**config.mk**
```make
export PLATFORM = sky130hd
export DESIGN_NAME = cpl_label_cache
export DESIGN_NICKNAME = d
export VERILOG_FILES = /design/src/inc/cpl_pkg.sv /design/src/inc/cpl_set_if.sv /design/src/rtl/cpl_label_cache.sv /design/src/rtl/cpl_settings_table.sv
export SDC_FILE = /design/constraint.sdc
export NUM_CORES = 2
export LEC_CHECK = 0
export ABC_AREA = 1
export CORE_MARGIN = 3
export CORE_UTILIZATION = 35
export CTS_BUF_LIST = sky130_fd_sc_hd__clkbuf_2 sky130_fd_sc_hd__clkbuf_4 sky130_fd_sc_hd__clkbuf_8
export DETAILED_ROUTE_END_ITERATION = 12
export DONT_BUFFER_PORTS = 1
export HOLD_SLACK_MARGIN = 0.05
export SKIP_LAST_GASP = 1
export SLEW_MARGIN = 20
export SYNTH_ARGS = -nofsm -noshare
export SYNTH_HDL_FRONTEND = slang
export SYNTH_SLANG_ARGS = --single-unit
```
**constraint.sdc**
```tcl
create_clock -name clk_in -period 25.3 [get_ports clk_in]
set_input_delay 7.59 -clock clk_in [delete_from_list [all_inputs] [get_ports clk_in]]
set_output_delay 7.59 -clock clk_in [all_outputs]
set_load 0.02 [all_outputs]
```
**src/inc/cpl_pkg.sv**
```systemverilog
// Shared constants and types for the cache partition-label block.
// Assumes one clock domain and same-clock request and config logic.
package cpl_pkg;
  // ----------------------------------------
  // Default widths and sizes
  // ----------------------------------------
  localparam int PID_W = 4;
  localparam int PMG_W = 2;
  localparam int TAG_W = 12;
  localparam int ENTRIES = 8;
  localparam int PORTIONS = 4;
  localparam int MON_CNT_W = 16;
  // ----------------------------------------
  // Reset values
  // ----------------------------------------
  localparam logic RST_BITMAP_BIT = 1'b1;
  localparam logic [1:0] RST_SYNC = 2'h0;
  // ----------------------------------------
  // Request operations
  // ----------------------------------------
  typedef enum logic [1:0] {
    CPL_OP_READ = 2'h0,
    CPL_OP_WRITE = 2'h1,
    CPL_OP_CLEAN = 2'h2
  } cpl_op_t;
endpackage

```
**src/inc/cpl_set_if.sv**
```systemverilog
// Lookup path between the label cache and its settings table.
// Assumes the lookup is combinational within one cycle.
interface cpl_set_if #(
  parameter int IW = 5,
  parameter int PORTIONS = 4,
  parameter int CNT_W = 4
);
  logic [IW-1:0] idx;
  logic [PORTIONS-1:0] bitmap;
  logic [CNT_W-1:0] maxcap;
  modport table_mp(input idx, output bitmap, output maxcap);
  modport user_mp(output idx, input bitmap, input maxcap);
endinterface

```
**src/rtl/cpl_label_cache.sv**
```systemverilog
// Partition-label store and allocation control of a fully associative cache.
// Assumes request, config and monitor inputs come from logic on clk_in.
//
// Function
// - Allocated line keeps requester's partition, monitor group and space bit.
// - Miss fill read carries labels of the incoming request.
// - Non-last-level evict and clean carry the line's stored labels.
// - Eviction into another cache sends the original allocating labels.
// - Last level chooses request or stored labels for evictions.
// - Partition and space bit index a settings table per control.
// - Regulator compares setting with measured partition usage before allocating.
// - Portion bitmap limits allocation without any measurement.
// - Request labels select settings and drive usage accounting.
// - Monitor events filtered by stored labels, counted only for evictions and cleans sent downstream.
// - Storage monitor reports lines held by the chosen partition.
// - Portion and capacity controls both gate allocation.
// - A portion is a group of entries here.
// - Write hit may rewrite stored labels with request labels.
// - Label rewrite keeps the line in place by default.
// - Optional relocation when new bitmap lacks the line's portion.
module cpl_label_cache #(
  parameter int PID_W = cpl_pkg::PID_W,
  parameter int PMG_W = cpl_pkg::PMG_W,
  parameter int TAG_W = cpl_pkg::TAG_W,
  parameter int ENTRIES = cpl_pkg::ENTRIES,
  parameter int PORTIONS = cpl_pkg::PORTIONS
) (
  input wire logic clk_in,
  input wire logic rst_n_in,
  input wire logic req_valid_in,
  input wire cpl_pkg::cpl_op_t req_op_in,
  input wire logic [TAG_W-1:0] req_tag_in,
  input wire logic [PID_W-1:0] req_pid_in,
  input wire logic [PMG_W-1:0] req_pmg_in,
  input wire logic req_ns_in,
  input wire logic cfg_last_level_in,
  input wire logic cfg_evict_req_labels_in,
  input wire logic cfg_update_on_write_in,
  input wire logic cfg_relocate_in,
  input wire logic set_wr_en_in,
  input wire logic [PID_W:0] set_wr_idx_in,
  input wire logic [PORTIONS-1:0] set_wr_bitmap_in,
  input wire logic [$clog2(ENTRIES+1)-1:0] set_wr_maxcap_in,
  input wire logic [PID_W-1:0] mon_pid_in,
  input wire logic [PMG_W-1:0] mon_pmg_in,
  input wire logic mon_ns_in,
  output logic rsp_valid_out,
  output logic rsp_hit_out,
  output logic rsp_alloc_out,
  output logic dn_fill_valid_out,
  output logic [TAG_W-1:0] dn_fill_tag_out,
  output logic [PID_W-1:0] dn_fill_pid_out,
  output logic [PMG_W-1:0] dn_fill_pmg_out,
  output logic dn_fill_ns_out,
  output logic dn_wb_valid_out,
  output logic dn_wb_clean_out,
  output logic [TAG_W-1:0] dn_wb_tag_out,
  output logic [PID_W-1:0] dn_wb_pid_out,
  output logic [PMG_W-1:0] dn_wb_pmg_out,
  output logic dn_wb_ns_out,
  output logic [$clog2(ENTRIES+1)-1:0] mon_storage_out,
  output logic [cpl_pkg::MON_CNT_W-1:0] mon_evict_cnt_out
);
  localparam int IW = PID_W + 1;
  localparam int NSET = 2 ** IW;
  localparam int EW = (ENTRIES > 1) ? $clog2(ENTRIES) : 1;
  localparam int CNT_W = $clog2(ENTRIES + 1);
  localparam int EPP = ENTRIES / PORTIONS;
  localparam int MW = cpl_pkg::MON_CNT_W;

  // ----------------------------------------
  // Elaboration checks
  // ----------------------------------------
  // Round-robin pointer wraps by width, so entries must be a power of two
  if (ENTRIES < 2 || (ENTRIES & (ENTRIES - 1)) != 0 || PORTIONS < 1 || ENTRIES % PORTIONS != 0) begin : g_bad
    $error("cpl_label_cache: bad ENTRIES or PORTIONS");
  end

  // ----------------------------------------
  // Types and state
  // ----------------------------------------
  typedef struct packed {
    logic valid;
    logic [TAG_W-1:0] tag;
    logic ns;
    logic [PID_W-1:0] pid;
    logic [PMG_W-1:0] monitor_group;
  } cpl_ent_t;

  typedef struct packed {
    cpl_ent_t [ENTRIES-1:0] ent;
    logic [NSET-1:0][CNT_W-1:0] use_cnt;
    logic [EW-1:0] rr;
    logic rsp_valid;
    logic rsp_hit;
    logic rsp_alloc;
    cpl_ent_t fill;
    cpl_ent_t wb;
    logic wb_clean;
    logic [CNT_W-1:0] mon_storage;
    logic [MW-1:0] mon_evict_cnt;
  } cpl_st_t;

  function automatic logic [IW-1:0] lab_idx(input logic ns, input logic [PID_W-1:0] pid);
    return {ns, pid};
  endfunction

  function automatic int portion_of(input int e);
    return e / EPP;
  endfunction

  logic [1:0] rs_ff;
  logic rst_n;
  cpl_st_t st_ff;
  cpl_st_t nxt_st;
  logic [IW-1:0] sidx;
  logic [ENTRIES-1:0] perm;
  logic hit;
  logic [EW-1:0] hit_idx;
  logic free_ok;
  logic [EW-1:0] free_idx;
  logic rr_ok;
  logic [EW-1:0] rr_idx;
  logic [EW-1:0] vic_idx;
  logic cap_ok;
  logic is_rw;
  logic miss_alloc;
  logic lab_upd;
  logic relocate;
  cpl_ent_t vic;
  cpl_ent_t hit_ent;
  cpl_ent_t req_ent;
  cpl_ent_t wb_src;
  logic wb_go;
  logic mon_hit;
  logic inc_en;
  logic dec_en;
  logic [IW-1:0] dec_idx;

  cpl_set_if #(.IW(IW), .PORTIONS(PORTIONS), .CNT_W(CNT_W)) set_lk ();

  // ----------------------------------------
  // Reset release
  // ----------------------------------------
  always_ff @(posedge clk_in or negedge rst_n_in) begin
    if (!rst_n_in) begin
      rs_ff <= cpl_pkg::RST_SYNC;
    end else begin
      rs_ff <= {rs_ff[0], 1'b1};
    end
  end
  assign rst_n = rs_ff[1];

  cpl_settings_table #(.IW(IW), .PORTIONS(PORTIONS), .CNT_W(CNT_W), .ENTRIES(ENTRIES)) u_set (
    .clk_in(clk_in),
    .rst_n_in(rst_n),
    .wr_en_in(set_wr_en_in),
    .wr_idx_in(set_wr_idx_in),
    .wr_bitmap_in(set_wr_bitmap_in),
    .wr_maxcap_in(set_wr_maxcap_in),
    .lk(set_lk)
  );

  // ----------------------------------------
  // Lookup and victim choice
  // ----------------------------------------
  // Space bit is part of the index, so secure and non-secure ids never alias
  assign sidx = lab_idx(req_ns_in, req_pid_in);
  assign set_lk.idx = sidx;

  always_comb begin
    hit = 1'b0;
    hit_idx = '0;
    free_ok = 1'b0;
    free_idx = '0;
    rr_ok = 1'b0;
    rr_idx = '0;
    perm = '0;
    for (int e = 0; e < ENTRIES; e++) begin
      perm[e] = set_lk.bitmap[portion_of(e)];
      if (!hit && st_ff.ent[e].valid && st_ff.ent[e].tag == req_tag_in) begin
        hit = 1'b1;
        hit_idx = EW'(e);
      end
      if (!free_ok && perm[e] && !st_ff.ent[e].valid) begin
        free_ok = 1'b1;
        free_idx = EW'(e);
      end
    end
    for (int k = 0; k < ENTRIES; k++) begin
      if (!rr_ok && perm[st_ff.rr + EW'(k)]) begin
        rr_ok = 1'b1;
        rr_idx = st_ff.rr + EW'(k);
      end
    end
  end

  // Empty permitted entries first, then round robin over permitted ones
  assign vic_idx = free_ok ? free_idx : rr_idx;
  assign vic = st_ff.ent[vic_idx];
  assign hit_ent = st_ff.ent[hit_idx];
  assign req_ent = {1'b1, req_tag_in, req_ns_in, req_pid_in, req_pmg_in};
  assign cap_ok = st_ff.use_cnt[sidx] < set_lk.maxcap;
  assign is_rw = req_valid_in && (req_op_in == cpl_pkg::CPL_OP_READ || req_op_in == cpl_pkg::CPL_OP_WRITE);
  // Both portion and capacity must agree before a line is taken
  assign miss_alloc = is_rw && !hit && (free_ok || rr_ok) && cap_ok;
  assign lab_upd = req_valid_in && req_op_in == cpl_pkg::CPL_OP_WRITE && hit && cfg_update_on_write_in
                   && ({hit_ent.ns, hit_ent.pid, hit_ent.monitor_group} != {req_ns_in, req_pid_in, req_pmg_in});
  // Relocation only into an empty permitted entry; otherwise line stays put
  assign relocate = lab_upd && cfg_relocate_in && !perm[hit_idx] && free_ok;

  // ----------------------------------------
  // Next state
  // ----------------------------------------
  always_comb begin
    nxt_st = st_ff;
    nxt_st.rsp_valid = req_valid_in;
    nxt_st.rsp_hit = req_valid_in && hit;
    nxt_st.rsp_alloc = miss_alloc;
    nxt_st.fill = '0;
    nxt_st.wb = '0;
    nxt_st.wb_clean = 1'b0;
    wb_go = 1'b0;
    wb_src = vic;
    inc_en = 1'b0;
    dec_en = 1'b0;
    dec_idx = '0;
    case (req_op_in)
      cpl_pkg::CPL_OP_READ, cpl_pkg::CPL_OP_WRITE: begin
        if (is_rw && !hit) begin
          nxt_st.fill = req_ent;
          if (miss_alloc) begin
            nxt_st.ent[vic_idx] = req_ent;
            inc_en = 1'b1;
            if (!free_ok) begin
              nxt_st.rr = vic_idx + EW'(1);
            end
            if (vic.valid) begin
              wb_go = 1'b1;
              dec_en = 1'b1;
              dec_idx = lab_idx(vic.ns, vic.pid);
            end
          end
        end
      end
      cpl_pkg::CPL_OP_CLEAN: begin
        if (req_valid_in && hit) begin
          wb_go = 1'b1;
          wb_src = hit_ent;
          nxt_st.wb_clean = 1'b1;
        end
      end
      default: begin
      end
    endcase
    if (lab_upd) begin
      inc_en = 1'b1;
      dec_en = 1'b1;
      dec_idx = lab_idx(hit_ent.ns, hit_ent.pid);
      nxt_st.ent[hit_idx] = {1'b1, hit_ent.tag, req_ns_in, req_pid_in, req_pmg_in};
      if (relocate) begin
        nxt_st.ent[hit_idx].valid = 1'b0;
        nxt_st.ent[free_idx] = {1'b1, hit_ent.tag, req_ns_in, req_pid_in, req_pmg_in};
      end
    end
    if (wb_go) begin
      nxt_st.wb = wb_src;
      nxt_st.wb.valid = 1'b1;
      if (cfg_last_level_in && cfg_evict_req_labels_in) begin
        nxt_st.wb.ns = req_ns_in;
        nxt_st.wb.pid = req_pid_in;
        nxt_st.wb.monitor_group = req_pmg_in;
      end
    end
    // Filter always uses the stored labels, never the override
    mon_hit = wb_go && {wb_src.ns, wb_src.pid, wb_src.monitor_group} == {mon_ns_in, mon_pid_in, mon_pmg_in};
    if (mon_hit) begin
      nxt_st.mon_evict_cnt = st_ff.mon_evict_cnt + MW'(1);
    end
    for (int i = 0; i < NSET; i++) begin
      nxt_st.use_cnt[i] = st_ff.use_cnt[i] + CNT_W'(inc_en && sidx == IW'(i))
                          - CNT_W'(dec_en && dec_idx == IW'(i));
    end
    nxt_st.mon_storage = nxt_st.use_cnt[lab_idx(mon_ns_in, mon_pid_in)];
  end

  always_ff @(posedge clk_in or negedge rst_n) begin
    if (!rst_n) begin
      st_ff <= '0;
    end else begin
      st_ff <= nxt_st;
    end
  end

  // ----------------------------------------
  // Outputs
  // ----------------------------------------
  assign rsp_valid_out = st_ff.rsp_valid;
  assign rsp_hit_out = st_ff.rsp_hit;
  assign rsp_alloc_out = st_ff.rsp_alloc;
  assign dn_fill_valid_out = st_ff.fill.valid;
  assign dn_fill_tag_out = st_ff.fill.tag;
  assign dn_fill_pid_out = st_ff.fill.pid;
  assign dn_fill_pmg_out = st_ff.fill.monitor_group;
  assign dn_fill_ns_out = st_ff.fill.ns;
  assign dn_wb_valid_out = st_ff.wb.valid;
  assign dn_wb_clean_out = st_ff.wb_clean;
  assign dn_wb_tag_out = st_ff.wb.tag;
  assign dn_wb_pid_out = st_ff.wb.pid;
  assign dn_wb_pmg_out = st_ff.wb.monitor_group;
  assign dn_wb_ns_out = st_ff.wb.ns;
  assign mon_storage_out = st_ff.mon_storage;
  assign mon_evict_cnt_out = st_ff.mon_evict_cnt;

  // ----------------------------------------
  // Assertions
  // ----------------------------------------
  logic [CNT_W-1:0] ref_cnt;
  always_comb begin
    ref_cnt = '0;
    for (int e = 0; e < ENTRIES; e++) begin
      ref_cnt = ref_cnt + CNT_W'(st_ff.ent[e].valid && {st_ff.ent[e].ns, st_ff.ent[e].pid} == {mon_ns_in, mon_pid_in});
    end
  end
endmodule

```
**src/rtl/cpl_settings_table.sv**
```systemverilog
// Per-partition settings: portion bitmap and maximum line count.
// Assumes writes come from same-clock configuration logic.
module cpl_settings_table #(
  parameter int IW = 5,
  parameter int PORTIONS = 4,
  parameter int CNT_W = 4,
  parameter int ENTRIES = 8
) (
  input wire logic clk_in,
  input wire logic rst_n_in,
  input wire logic wr_en_in,
  input wire logic [IW-1:0] wr_idx_in,
  input wire logic [PORTIONS-1:0] wr_bitmap_in,
  input wire logic [CNT_W-1:0] wr_maxcap_in,
  cpl_set_if.table_mp lk
);
  localparam int NSET = 2 ** IW;

  typedef struct packed {
    logic [PORTIONS-1:0] bitmap;
    logic [CNT_W-1:0] maxcap;
  } cpl_set_t;

  typedef struct packed {
    cpl_set_t [NSET-1:0] tab;
  } cpl_tab_st_t;

  cpl_tab_st_t st_ff;
  cpl_tab_st_t nxt_st;

  // ----------------------------------------
  // Lookup, one table per control pair
  // ----------------------------------------
  assign lk.bitmap = st_ff.tab[lk.idx].bitmap;
  assign lk.maxcap = st_ff.tab[lk.idx].maxcap;

  always_comb begin
    nxt_st = st_ff;
    if (wr_en_in) begin
      nxt_st.tab[wr_idx_in].bitmap = wr_bitmap_in;
      nxt_st.tab[wr_idx_in].maxcap = wr_maxcap_in;
    end
  end

  // Reset grants every portion and full capacity
  always_ff @(posedge clk_in or negedge rst_n_in) begin
    if (!rst_n_in) begin
      for (int i = 0; i < NSET; i++) begin
        st_ff.tab[i].bitmap <= {PORTIONS{cpl_pkg::RST_BITMAP_BIT}};
        st_ff.tab[i].maxcap <= CNT_W'(ENTRIES);
      end
    end else begin
      st_ff <= nxt_st;
    end
  end
endmodule

```
==> impl_metrics.json <==
{
  "status": "finished clean",
  "num_vias": 35330,
  "syn_inst": 5074,
  "drt_iter0_markers": 3661,
  "relSlewSlack_pct": 26.74,
  "dpl_worst_slack_ns": 9.723,
  "clock.fmax_mhz": 66.74,
  "numCtsBuffers": 113,
  "rsz0062_at_grt": "no",
  "die_y_um": 337.3,
  "setup_slack_ns": 10.32,
  "hold_class": "flip-flop to flip-flop",
  "slowest_stage": "clkinv_1",
  "grt_remaining_overflow": 0,
  "synth_xor_xnor_area_share_pct": 2.918,
  "ys_seq_area_share_pct": 40.44,
  "yosysWarnings": 0,
  "async_flop_share_pct": 100.0,
  "initial_utilization_pct": 35.59,
  "core_um2": 108000,
  "synth_top_family_by_area": "simple AND/OR/NAND/NOR gates",
  "tightest_slew_ns": 1.092,
  "numPortBuffers": 0,
  "cts_tree": "done",
  "ys_types": 65,
  "holdBufCountCts": 0,
  "worstSetupEndpointType": "flip-flop",
  "antenna_found_initial": 4,
  "gp_congestion": 1.041,
  "cts.clk_slew.worst_paths_ns": 0.07,
  "cts.sink_count": 613,
  "cp_max_fo": 33,
  "synth-adder-area-share_pct": 6.063,
  "fin_util_pct": 38.47,
  "worstPathRequired_ns": 25.97,
  "muxShareOfSynthArea_pct": 0.07815,
  "clock-skew-final_ns": 0.06335,
  "fin_crit_ns": 14.98,
  "first_pass_iters": 6,
  "yosys.area_share.simple_pct": 23.25,
  "ys.flop_type": "dfrtp_1",
  "r2r_slack_ns": 17.14,
  "htreeDepth": 3,
  "holdWs_ns": 0.3507,
  "die-area_um2": 113800,
  "layout-drive-gt1-share_pct": 11.36,
  "drt_wl_total_um": 142500,
  "reg2reg_from": "st_ff[270]",
  "fin_nets": 5117,
  "p_per_area_nw_per_um2": 117.3,
  "worstSetupPathType": "input port to flip-flop",
  "p_leak_nw": 19.48,
  "maxCapViolations": 0,
  "cts-resized-gates": 0,
  "syn-num-nets": 5290,
  "die_x_um": 337.3,
  "irDropWorstVdd_mv": 0.08882,
  "critPathMaxStageDelay_ns": 0.89,
  "layoutNonFillerInstCount": 6410,
  "drc_errors": 0,
  "clock_latency_ns": 0.82,
  "clockRootBuffer": "clkbuf_8",
  "cp.arrival_ns": 15.65,
  "path_common_cell": "nand2_1",
  "grt_max_degree": 164,
  "syn_avg_cell_area_um2": 7.573,
  "grt_pass1_vias": 34520,
  "synth-edff-count": 0,
  "dp_hpwl_um": 97210,
  "cp-start-kind": "input port",
  "grtUsageTotal_pct": 24.74,
  "setup_viol": 0,
  "hold_viol": 0,
  "post-place-cells": 6189,
  "area_growth_pct": 8.085,
  "ioPinCount": 113,
  "post_drt_via_cell_ratio": 5.512,
  "fin_setup_tns_ns": 0,
  "cts_setup_buffers": 0,
  "ant_nets": 0,
  "cp-endpoint": "mon_storage_out[2]",
  "ys_ff_latch": 613,
  "cts_buffer_depth": 3,
  "post-route-period-util_pct": 59.22,
  "drv_slew": 0,
  "ff2ff_path_depth": 32,
  "crit_start": "req_pid_in[1]",
  "syn_area_um2": 38420,
  "timing.rr.end": "mon_storage_out[2]",
  "grt_pass1_wl_um": 216000,
  "num_rows": 120,
  "routedWlPerCell_um": 22.24,
  "synth_compound_area_share_pct": 17.04
}
## through the flow
stage                     instance area [um^2]  total power, mW
after global routing                     41520            5.211
after detailed placement                 38810            3.689
after global placement                   38810            3.673
final                                    41530            4.871
after CTS                                41510            4.842
after floorplan                          38420            3.105
## per-layer routing
metal  vias to the layer above  share of wire [%]  track usage (%)
li1                      16310                  -                -
met1                     16940                 41            31.79
met2                      1593                 45            39.62
met3                       484                7.6            4.569
met4                         0                5.9            13.05
met5                         -                  0                0
## cell type report
cell class	instances	area, um^2
clock inverters	30	382.9
repair buffers	41	320.3
flip-flops and latches	613	15540
clock buffers	184	2320
well taps	1403	1755
fillers	11220	66420
inverters	582	2202
diodes	7	17.52
multi-input cells	3550	18990
## state kept, by name (all words and copies together), names as in the netlist
name               count
dn_wb_pid_out          4
dn_fill_pmg_out        2
u_set.st_ff          256
rsp_valid_out          1
dn_wb_clean_out        1
dn_fill_tag_out       12
mon_evict_cnt_out     16
mon_storage_out        4
dn_fill_ns_out         1
dn_fill_valid_out      1
dn_fill_pid_out        4
dn_wb_valid_out        1
rsp_hit_out            1
dn_wb_ns_out           1
dn_wb_pmg_out          2
dn_wb_tag_out         12
st_ff                291
rs_ff                  2
rsp_alloc_out          1
## cells in the mapped netlist (26+ instances only)
| library cell | instances | area share [%] |
|---|---|---|
| nand2_1 | 1291 | 13 |
| xnor2_1 | 73 | 1.7 |
| a221oi_1 | 28 | 0.64 |
| nand2_2 | 39 | 0.63 |
| nand4_1 | 49 | 0.80 |
| o221ai_1 | 38 | 0.87 |
| inv_2 | 31 | 0.30 |
| nor2_1 | 350 | 3.4 |
| a21oi_1 | 190 | 2.5 |
| dfrtp_1 | 453 | 30 |
| clkbuf_1 | 169 | 1.7 |
| ha_1 | 135 | 4.4 |
| nand3_1 | 233 | 3.0 |
| xor2_1 | 55 | 1.3 |
| inv_1 | 538 | 5.3 |
| o22ai_1 | 61 | 0.99 |
| dfstp_2 | 160 | 11 |
| nor4_1 | 30 | 0.49 |
| fa_1 | 32 | 1.7 |
| o21ai_0 | 626 | 8.2 |
| o21ai_1 | 26 | 0.34 |
| buf_2 | 57 | 0.74 |
| nor3_1 | 35 | 0.46 |
| buf_4 | 80 | 1.6 |
| a22oi_1 | 109 | 2.1 |
## report_power, final
group	switching (mW)	internal, mW
registers	0.289	1.32
logic	1.43	0.700
clock network	0.484	0.649
total	2.20	2.67
## worst min-delay path by stage
| stage | from | end | slack (ns) | cells past startpoint |
|---|---|---|---|---|
| detailed placement | rs_ff[0] | rs_ff[1] | 0.34 | 0 |
| finish | rs_ff[0] | rs_ff[1] | 0.35 | 0 |
| CTS | rs_ff[0] | rs_ff[1] | 0.35 | 0 |
| global placement | rs_ff[0] | rs_ff[1] | 0.34 | 0 |
| floorplan | rs_ff[0] | rs_ff[1] | 0.33 | 0 |
| global route | rs_ff[0] | rs_ff[1] | 0.36 | 0 |
## logic make-up after synthesis
family | Yosys count
adders and majority gates | 167
xor gates and xnor gates | 128
other | 1
and+or+nand+nor | 2104
AOI/OAI and AO/OA | 1147
buffers and inverters | 911
DFF | 613
muxes | 3
## cell usage in the layout (no fill, tap or decap), drive strengths merged, types with 7 or more instances in the layout
master and n:
buf 41, dfrtp 453, o22ai 61, nand2 1335
inv 579, nand3 243, nor4 30, o221ai 38
nor3 38, ha 135, nand4 53, a21oi 196
nor2 379, dfstp 160, xnor2 73, a22oi 109
o211ai 20, o21ai 654, a31oi 9, a221oi 28
fa 32, diode 7, or2 14, clkinv 25
xor2 55, clkbuf 184
## critical path: cells and delay by family
family                     cells  cell delay (ns)
AOI/OAI and AO/OA             11             2.92
adders and majority gates      4             1.09
xor gates and xnor gates       1             0.19
and+or+nand+nor               10             2.04
buffers and inverters          5             1.74
Power figures use the tool's default switching activity.
